<file path="src/verilog/sfc_pkg.sv">
// package: register map, field layout and constants for the synth config bank
package sfc_pkg;
  // register addresses
  localparam logic [4:0] ADDR_REF_DIV  = 5'h02;
  localparam logic [4:0] ADDR_INT_WORD = 5'h03;
  localparam logic [4:0] ADDR_FRAC     = 5'h04;
  localparam logic [4:0] ADDR_OSC_IND  = 5'h05;
  localparam logic [4:0] ADDR_MOD_CFG  = 5'h06;
  // reset values
  localparam logic [23:0] RST_REF_DIV  = 24'h000001;
  localparam logic [23:0] RST_INT_WORD = 24'h000019;
  localparam logic [23:0] RST_FRAC     = 24'h000000;
  localparam logic [23:0] RST_OSC_IND  = 24'h000000;
  localparam logic [23:0] RST_MOD_CFG  = 24'h200B4A;
  // field widths
  localparam int REF_W  = 14;
  localparam int INT_W  = 19;
  localparam int FRAC_W = 24;
  localparam int LINK_W = 16;
  // modulator config field positions
  localparam int SEED_LO     = 0;
  localparam int ORDER_LO    = 2;
  localparam int BYPASS_BIT  = 7;
  localparam int RELOAD_BIT  = 8;
  localparam int CLKSRC_BIT  = 9;
  localparam int DELAY_BIT   = 10;
  localparam int FINE_BIT    = 11;
  localparam int SELFTEST_BIT = 18;
  localparam int STLEN_LO    = 19;
  localparam int AUTOCLK_BIT = 21;
  // seed constants
  localparam logic [23:0] SEED_ZERO = 24'h000000;
  localparam logic [23:0] SEED_LSB  = 24'h000001;
  localparam logic [23:0] SEED_B    = 24'hB29D08;
  localparam logic [23:0] SEED_C    = 24'h50F1CD;
  // self-test lengths in cycles
  localparam logic [11:0] STLEN_0 = 12'h408;
  localparam logic [11:0] STLEN_1 = 12'h7FF;
  localparam logic [11:0] STLEN_2 = 12'hBFF;
  localparam logic [11:0] STLEN_3 = 12'hFFF;
  // link clock divider: not used; the shifter spends two clocks per link bit
  localparam logic [3:0] LINK_DIV = 4'h1;

  // modulator control bundle
  typedef struct packed {
    logic [23:0] seed_value;
    logic [1:0]  order;
    logic        use_modulator;
    logic        clk_from_osc;
    logic        clk_delay_pick;
    logic        fine_core_on;
    logic        selftest_on;
    logic [11:0] selftest_length;
  } sfc_mod_ctl_t;

  // serial link bundle
  typedef struct packed {
    logic sclk;
    logic sdata;
    logic sframe;
  } sfc_link_t;
endpackage : sfc_pkg

</file>
<file path="src/verilog/sfc_regs.sv">
// module: configuration register bank of the fractional-n synthesizer
`timescale 1ns/1ps
// Functional notes
// - reference divide value, 14 bits, 1..16383
// - integer word 19 bits, resets to 25
// - 24-bit unsigned fractional word over 2^24
// - fractional word used only in fractional mode
// - indirect word: id, address, payload fields
// - each indirect write while the link is idle starts forwarding transfer
// - indirect read returns last forwarded word
// - seed field selects one of four seeds
// - seed reaches modulator only on reload write
// - order field selects modulator type
// - bypass ignores output, modulator keeps clocking
// - reload bit reloads seed on fractional write
// - bit 9 picks clock unless 10/21 set
// - bit 10 picks auxiliary or delayed clock
// - bit 11 enables core, picks calibration trigger
// - bit 18 enables built-in self-test
// - self-test length field 1032..4095 cycles
// - indirect word shifted msb first
// - forwarding link runs on the bank clock
module sfc_regs
  import sfc_pkg::*;
(
  // clock and reset
  input  wire logic        clock,
  input  wire logic        rst,
  // register port
  input  wire logic        reg_write,
  input  wire logic        reg_read,
  input  wire logic [4:0]  reg_addr,
  input  wire logic [23:0] reg_wdata,
  output logic [23:0]      reg_rdata,
  output logic             write_refused,
  // divider words
  output logic [REF_W-1:0]  ref_divide,
  output logic [INT_W-1:0]  integer_word,
  output logic [FRAC_W-1:0] fraction_word,
  output logic              fractional_mode,
  // tuning events
  output logic              tune_pulse,
  output logic              band_calibration,
  output logic              seed_load,
  // modulator controls
  output sfc_mod_ctl_t      mod_ctl,
  output logic              mod_clk_from_osc,
  // oscillator link
  output sfc_link_t         osc_link
);
  ////////////////////////////////////////////////////////////////
  // storage
  logic [23:0] ref_reg;    // reference divider register
  logic [23:0] int_reg;    // integer word register
  logic [23:0] frac_reg;   // fractional word register
  logic [23:0] ind_reg;    // last forwarded indirect word
  logic [23:0] cfg_reg;    // modulator configuration
  logic        link_busy;  // forwarder still shifting
  logic        fwd_start;  // launch a transfer
  logic [15:0] fwd_word;   // word to forward
  sfc_link_t   link_raw;   // forwarder link

  // decode helper used by the write strobes
  function automatic logic hit(input logic [4:0] a, input logic [4:0] r);
    hit = (a == r);
  endfunction : hit

  // seed table
  function automatic logic [23:0] seed_of(input logic [1:0] sel);
    unique case (sel)
      2'h0: seed_of = SEED_ZERO;
      2'h1: seed_of = SEED_LSB;
      2'h2: seed_of = SEED_B;
      default: seed_of = SEED_C;
    endcase
  endfunction : seed_of

  // self-test length table
  function automatic logic [11:0] stlen_of(input logic [1:0] sel);
    unique case (sel)
      2'h0: stlen_of = STLEN_0;
      2'h1: stlen_of = STLEN_1;
      2'h2: stlen_of = STLEN_2;
      default: stlen_of = STLEN_3;
    endcase
  endfunction : stlen_of

  wire logic wr_ref  = reg_write && hit(reg_addr, ADDR_REF_DIV);
  wire logic wr_int  = reg_write && hit(reg_addr, ADDR_INT_WORD);
  wire logic wr_frac = reg_write && hit(reg_addr, ADDR_FRAC);
  wire logic wr_ind  = reg_write && hit(reg_addr, ADDR_OSC_IND);
  wire logic wr_cfg  = reg_write && hit(reg_addr, ADDR_MOD_CFG);
  wire logic fine_on = cfg_reg[FINE_BIT];

  // seed reload decode, shared by the control path and the checks
  function automatic logic seed_load_now();
    seed_load_now = wr_frac && cfg_reg[RELOAD_BIT];
  endfunction : seed_load_now

  ////////////////////////////////////////////////////////////////
  // plain register writes
  always_ff @(posedge clock) begin
    if (rst) begin
      ref_reg  <= RST_REF_DIV;
      int_reg  <= RST_INT_WORD;
      frac_reg <= RST_FRAC;
      cfg_reg  <= RST_MOD_CFG;
    end else begin
      if (wr_ref) begin
        ref_reg <= {10'h000, reg_wdata[REF_W-1:0]};
      end
      if (wr_int) begin
        int_reg <= {5'h00, reg_wdata[INT_W-1:0]};
      end
      if (wr_frac) begin
        frac_reg <= reg_wdata;
      end
      if (wr_cfg) begin
        cfg_reg <= reg_wdata;
      end
    end
  end

  ////////////////////////////////////////////////////////////////
  // indirect word capture and forwarding launch
  assign fwd_start = wr_ind && !link_busy;
  assign fwd_word  = reg_wdata[15:0];

  always_ff @(posedge clock) begin
    if (rst) begin
      ind_reg       <= RST_OSC_IND;
      write_refused <= 1'b0;
    end else begin
      write_refused <= wr_ind && link_busy;
      if (fwd_start) begin
        ind_reg <= {8'h00, fwd_word};
      end
    end
  end

  // forwarder on the bank clock
  sfc_shifter #(
    .WIDTH (LINK_W)
  ) u_shifter (
    .clock (clock),
    .rst   (rst),
    .start (fwd_start),
    .word  (fwd_word),
    .busy  (link_busy),
    .link  (link_raw)
  );

  ////////////////////////////////////////////////////////////////
  // tuning events: calibration trigger and seed reload
  always_ff @(posedge clock) begin
    if (rst) begin
      tune_pulse       <= 1'b0;
      band_calibration <= 1'b0;
      seed_load        <= 1'b0;
    end else begin
      // core on: fractional write tunes; core off: integer write
      tune_pulse       <= fine_on ? wr_frac : wr_int;
      band_calibration <= fine_on ? wr_frac : wr_int;
      seed_load        <= seed_load_now();
    end
  end

  ////////////////////////////////////////////////////////////////
  // divider outputs
  always_ff @(posedge clock) begin
    if (rst) begin
      ref_divide      <= RST_REF_DIV[REF_W-1:0];
      integer_word    <= RST_INT_WORD[INT_W-1:0];
      fraction_word   <= '0;
      fractional_mode <= RST_MOD_CFG[FINE_BIT];
    end else begin
      ref_divide      <= ref_reg[REF_W-1:0];
      integer_word    <= int_reg[INT_W-1:0];
      fractional_mode <= fine_on;
      // integer mode sees a zero fraction
      fraction_word   <= fine_on ? frac_reg : '0;
    end
  end

  ////////////////////////////////////////////////////////////////
  // modulator controls; seed latched only on reload
  always_ff @(posedge clock) begin
    if (rst) begin
      mod_ctl          <= '0;
      mod_clk_from_osc <= 1'b1;
    end else begin
      if (seed_load_now()) begin
        mod_ctl.seed_value <= seed_of(cfg_reg[SEED_LO +: 2]);
      end
      mod_ctl.order           <= cfg_reg[ORDER_LO +: 2];
      mod_ctl.use_modulator   <= !cfg_reg[BYPASS_BIT];
      mod_ctl.clk_from_osc    <= cfg_reg[CLKSRC_BIT];
      mod_ctl.clk_delay_pick  <= cfg_reg[DELAY_BIT];
      mod_ctl.fine_core_on    <= fine_on;
      mod_ctl.selftest_on     <= cfg_reg[SELFTEST_BIT];
      mod_ctl.selftest_length <= stlen_of(cfg_reg[STLEN_LO +: 2]);
      // bit 9 is overridden by delay pick or auto clock
      mod_clk_from_osc <= (cfg_reg[DELAY_BIT] || cfg_reg[AUTOCLK_BIT])
                          ? 1'b1 : cfg_reg[CLKSRC_BIT];
    end
  end

  ////////////////////////////////////////////////////////////////
  // read path and link register
  always_ff @(posedge clock) begin
    if (rst) begin
      reg_rdata <= '0;
      osc_link  <= '0;
    end else begin
      osc_link <= link_raw;
      if (reg_read) begin
        unique case (reg_addr)
          ADDR_REF_DIV:  reg_rdata <= ref_reg;
          ADDR_INT_WORD: reg_rdata <= int_reg;
          ADDR_FRAC:     reg_rdata <= frac_reg;
          ADDR_OSC_IND:  reg_rdata <= ind_reg;
          ADDR_MOD_CFG:  reg_rdata <= cfg_reg;
          default:       reg_rdata <= '0;
        endcase
      end
    end
  end
endmodule : sfc_regs

</file>
<file path="src/verilog/sfc_shifter.sv">
// module: msb-first serial forwarder for the indirect oscillator word
`timescale 1ns/1ps
module sfc_shifter
  import sfc_pkg::*;
#(
  parameter int WIDTH = LINK_W
) (
  // clock and reset
  input  wire logic             clock,
  input  wire logic             rst,
  // word request
  input  wire logic             start,
  input  wire logic [WIDTH-1:0] word,
  output logic                  busy,
  // serial link
  output sfc_link_t             link
);
  typedef enum logic [2:0] {
    SH_IDLE = 3'b001,
    SH_LOW  = 3'b010,
    SH_HIGH = 3'b100
  } sfc_sh_state_t;

  sfc_sh_state_t    state;  // shift state
  logic [WIDTH-1:0] shreg;  // remaining bits
  logic [4:0]       count;  // bits left

  ////////////////////////////////////////////////////////////////
  // shift sequencer: data on low phase, sampled on rising sclk
  always_ff @(posedge clock) begin
    if (rst) begin
      state <= SH_IDLE;
      shreg <= '0;
      count <= '0;
      busy  <= 1'b0;
      link  <= '0;
    end else begin
      unique case (state)
        SH_IDLE: begin
          link.sclk <= 1'b0;
          if (start) begin
            shreg       <= word << 1;
            link.sdata  <= word[WIDTH-1];
            link.sframe <= 1'b1;
            count       <= 5'(WIDTH);
            busy        <= 1'b1;
            state       <= SH_LOW;
          end else begin
            link.sframe <= 1'b0;
            busy        <= 1'b0;
          end
        end
        SH_LOW: begin
          link.sclk <= 1'b1;
          count     <= count - 5'h01;
          state     <= SH_HIGH;
        end
        SH_HIGH: begin
          link.sclk <= 1'b0;
          if (count == 5'h00) begin
            link.sframe <= 1'b0;
            busy        <= 1'b0;
            state       <= SH_IDLE;
          end else begin
            link.sdata <= shreg[WIDTH-1];
            shreg      <= shreg << 1;
            state      <= SH_LOW;
          end
        end
      endcase
    end
  end
endmodule : sfc_shifter
</file>
<file path="config.mk">
export PLATFORM = sky130hd
export DESIGN_NAME = sfc_regs
export DESIGN_NICKNAME = d
export VERILOG_FILES = /design/src/verilog/sfc_pkg.sv /design/src/verilog/sfc_regs.sv /design/src/verilog/sfc_shifter.sv
export SDC_FILE = /design/constraint.sdc
export NUM_CORES = 1
export LEC_CHECK = 0
export BUFFER_PORTS_ARGS = -buffer_cell sky130_fd_sc_hd__buf_2
export CORE_MARGIN = 3
export CORE_UTILIZATION = 55
export DETAILED_ROUTE_END_ITERATION = 8
export HOLD_SLACK_MARGIN = 0.06
export PLACE_DENSITY = 0.8
export SLEW_MARGIN = 0
export SYNTH_ARGS = -nofsm -noshare
export SYNTH_HDL_FRONTEND = slang
export SYNTH_SLANG_ARGS = --single-unit
</file>
<file path="constraint.sdc">
create_clock -name clock -period 2.42 [get_ports clock]
set_input_delay 0.121 -clock clock [delete_from_list [all_inputs] [get_ports clock]]
set_output_delay 0.121 -clock clock [all_outputs]
set_load 0.01 [all_outputs]
</file>
==> metrics.md <==
| Metric | Value |
|---|---|
| Number of buffers added on ports | `158` |
| Total Routing Usage GR | `25.26%` |
| Num CTS Buffers | `23` |
| Clock tree root driver cell | `clkbuf_16` |
| CP startpoint kind | `input pin` |
| Cell row count | `44` |
| DRC errors left | `0` |
| Drt initial violations | `around 600` |
| DP HPWL | `~15 mm` |
| Adder-cell share of the synthesized area | `less than 1%` |
| Mux contribution to synthesized area | `5.706%` |
| TritonCTS clock tree | `done` |
| Crit Path Category | `in2reg` |
| Worst Setup End Kind | `flip-flop` |
| Crit path required time | `between 2 and 3 ns` |
| Die Y | `approximately 130 microns` |
| Maximum clock path buffer count | `3` |
| Slew @ Worst Pin | `approximately 0.9 ns` |
| Post-Synthesis Cells | `~950` |
| Setup TNS | `0 ns` |
| Setup violators final | `0` |
| Max Transition Viols Final | `0` |
| Fin nets | `around 1100` |
| WL met2 | `10.41 mm` |
| Sink Count | `227` |
| Synth Area in Compound Gates | `~14%` |
| WP depth | `6` |
| Post-synthesis register bit count | `about 230` |
| R2R cell count | `6` |
| Cts hold-fix bufs | `29` |
| Worst hold path class | `in2reg` |
| Worst IR Drop VDD | `approximately 0.60 mV` |
| CP max-delay cell | `or4b_4` |
| Setup Skew | `0.01477 ns` |
| Outcome | `completed` |
| Initial antenna violation count | `2` |
| RSZ-0062 raised after global routing | `false` |
| Reg-to-reg startpoint | `u_shifter.count[0]$_SDFFE_PP0P_` |
| Arrival time worst endpoint | `approximately 2.5 ns` |
| Buf/Inv on CP | `2` |
| Post-Place Worst Slack | `approximately 0.38 ns` |
| Worst Setup EP | `cfg_reg[19]$_SDFFE_PP0P_` |
| Hold Vio Cnt, Final | `0` |
| Worst Setup SP | `reg_addr[0]` |
| Vias per inst | `between 5 and 6` |
| Cts repair resizes | `0` |
| Netlist Area Pre-Place | `8529 sq um` |
| Power per cell area | `between 700 and 800 nW/um^2` |
| Final instance area | `10220 sq um` |
| Antenna-violating nets left | `0` |
| DR vias | `7179` |
| Min Hold Slack | `approximately 0.13 ns` |
| Met1 WL | `between 9 and 10 mm` |
| Vias in the first global route | `6700` |
| Setup Buffers After CTS | `0` |
| Filler cell count | `1128` |
| Clk_lat worst skew | `0.51 ns` |
| Leakage | `about 4.2 nW` |
| Gpl congestion | `0.8724` |
| Post-synthesis simple-gate area fraction | `19.98%` |
| Ports | `166` |
| Post-synth top flop | `dfxtp_1` |
| Max Used Layer | `met4` |
| Ys async rst share | `0%` |
| Area after DPL | `9218 sq um` |
| Largest net degree at the start of global routing | `72` |
| Met3 wire len | `between 1.5 and 2 mm` |
| Final WS setup | `about 0.33 ns` |
| CTS clk-pin slew, worst paths | `0.06 ns` |
| Area grow syn2layout | `19.83%` |
| Register-to-register setup slack | `0.51 ns` |
| Crit share post-route | `between 80% and 90%` |
| Slew headroom | `38.30%` |
| Syn_area_per_cell | `between 8 and 9 sq um` |
| First-pass GRT wire length | `34.40 mm` |
| Width of the die | `~130 microns` |
| Final WL | `between 20 and 25 mm` |
| Commonest non-fill, non-tap cell in the layout | `dfxtp_1` |
| DIE AREA | `17040 sq um` |
| Largest delay share family, worst path | `simple AND/OR/NAND/NOR gates` |
| Pre-antenna DRT Iters | `5` |
| Final min period | `approximately 2.1 ns` |
| Crit-path cells | `buf_2 -> or4b_4 -> or2_1 -> nand2_1 -> a21oi_1 -> dlygate4sd3_1` |
| # H-tree levels | `1` |
| Post-synth EDFFs | `0` |
| XOR/XNOR share of the synthesized area | `0%` |
| Core area | `approximately 15000 sq um` |
| Drt wl/cell | `~17 microns` |
| Seq/Total Area, Yosys | `between 50% and 60%` |
| Warnings from Yosys | `0` |
| Peak Freq | `~480 MHz` |
| Slowest cell delay on critical path | `around 0.70 ns` |
| Most frequent cells in the layout | `227 x dfxtp_1, 208 x nand2_1, 157 x buf_2` |
| Max-cap viol count | `0` |
| GRT overflow | `0` |
| Initial core utilization | `a little under three fifths` |
| Share of layout cells above drive strength 1 | `between 20% and 30%` |
| Non-Filler Instances | `roughly 1300` |
| Distinct cells, synth | `54` |
| Capturing point of the worst reg2reg path | `u_shifter.shreg[3]$_SDFFE_PP0P_` |
| Combinational family with the most area after synthesis | `simple AND/OR/NAND/NOR gates` |
| Crit path max fanout | `24` |
| Post-Place Cells | `~1200` |
worst min path at each step:
stage / startpoint / end / slack (ns) / depth (start not counted)
floorplan: reg_wdata[1] / cfg_reg[1]$_SDFFE_PP1P_ / 0.24 / 2
global placement: reg_wdata[21] / cfg_reg[21]$_SDFFE_PP1P_ / 0.36 / 3
detailed placement: reg_wdata[21] / cfg_reg[21]$_SDFFE_PP1P_ / 0.37 / 3
CTS: reg_addr[4] / u_shifter.state[0]$_SDFFE_PP1P_ / 0.11 / 4
global route: reg_addr[4] / u_shifter.state[0]$_SDFFE_PP1P_ / 0.14 / 4
finish: reg_addr[4] / u_shifter.state[0]$_SDFFE_PP1P_ / 0.13 / 4
per-layer routing:
layer | up-vias | global-route usage, %
met5 | - | 0
met4 | 0 | 10.89
met3 | 70 | 4.024
met2 | 321 | 41.94
met1 | 3331 | 32.76
li1 | 3457 | -
worst register-to-register path: stages (launching register included):
cell and delay (ns):
dfxtp_1 0.32, inv_1 0.06, ha_1 0.16, or4b_1 0.52
mux2_4 0.44, a21oi_1 0.22, a311oi_1 0.07
logic make-up (layout without fill, tap and decap cells):
logic type | Yosys count | after routing
AO/OA/AOI/OAI | 209 | 209
multiplexers | 48 | 48
AND/OR/NAND/NOR | 361 | 361
adder cells (fa/ha/maj) | 1 | 1
buffers and inverters | 102 | 256
flip-flops | 227 | 227
other | 1 | 9
cell usage after synthesis (3+ instances only):
library cell	instances	share of area (%)
buf_2	24	1.4
mux2i_1	46	5.4
a21oi_1	128	7.5
a311oi_1	14	1.4
nor2b_1	42	3.1
a22oi_1	9	0.79
o22ai_1	5	0.37
nand2b_1	7	0.51
nor2_1	28	1.2
inv_1	7	0.31
o21ai_1	5	0.29
nand2_1	208	9.2
buf_4	31	2.7
a211oi_1	17	1.5
buf_6	4	0.53
or2_2	5	0.37
o21ai_0	18	1.1
o32ai_1	3	0.31
nand3_1	15	0.88
dfxtp_1	227	53
or3_1	3	0.22
clkbuf_1	36	1.6
and2_1	26	1.9
final cells by class:
cell class | count | area, sq um | share of cell area, %
Antenna cell | 2 | 5.005 | 0.04897
Clock buffer | 36 | 674.4 | 6.598
Clock inverter | 6 | 33.78 | 0.3305
Inverter | 7 | 26.28 | 0.2571
Multi-Input combinational cell | 626 | 3448 | 33.74
Sequential cell | 227 | 4544 | 44.46
Tap cell | 184 | 230.2 | 2.252
Timing Repair Buffer | 207 | 1259 | 12.31
through the flow:
step           total power, W  util, %
2_1_floorplan        0.004398        -
3_3_place_gp         0.004564    62.01
3_5_place_dp         0.004580    62.01
4_1_cts              0.007863    68.73
5_1_grt              0.008101    68.76
6_report             0.007842    68.76
report_power, final:
| part | total [W] | leakage (nW) | switching (W) | internal, W |
|---|---|---|---|---|
| Clock | 0.00329 | 0.353 | 0.00138 | 0.00191 |
| Sequential | 0.00392 | 1.84 | 0.0000671 | 0.00385 |
| Combinational | 0.000634 | 2.02 | 0.000392 | 0.000242 |
(Power assumes the default switching activity.)
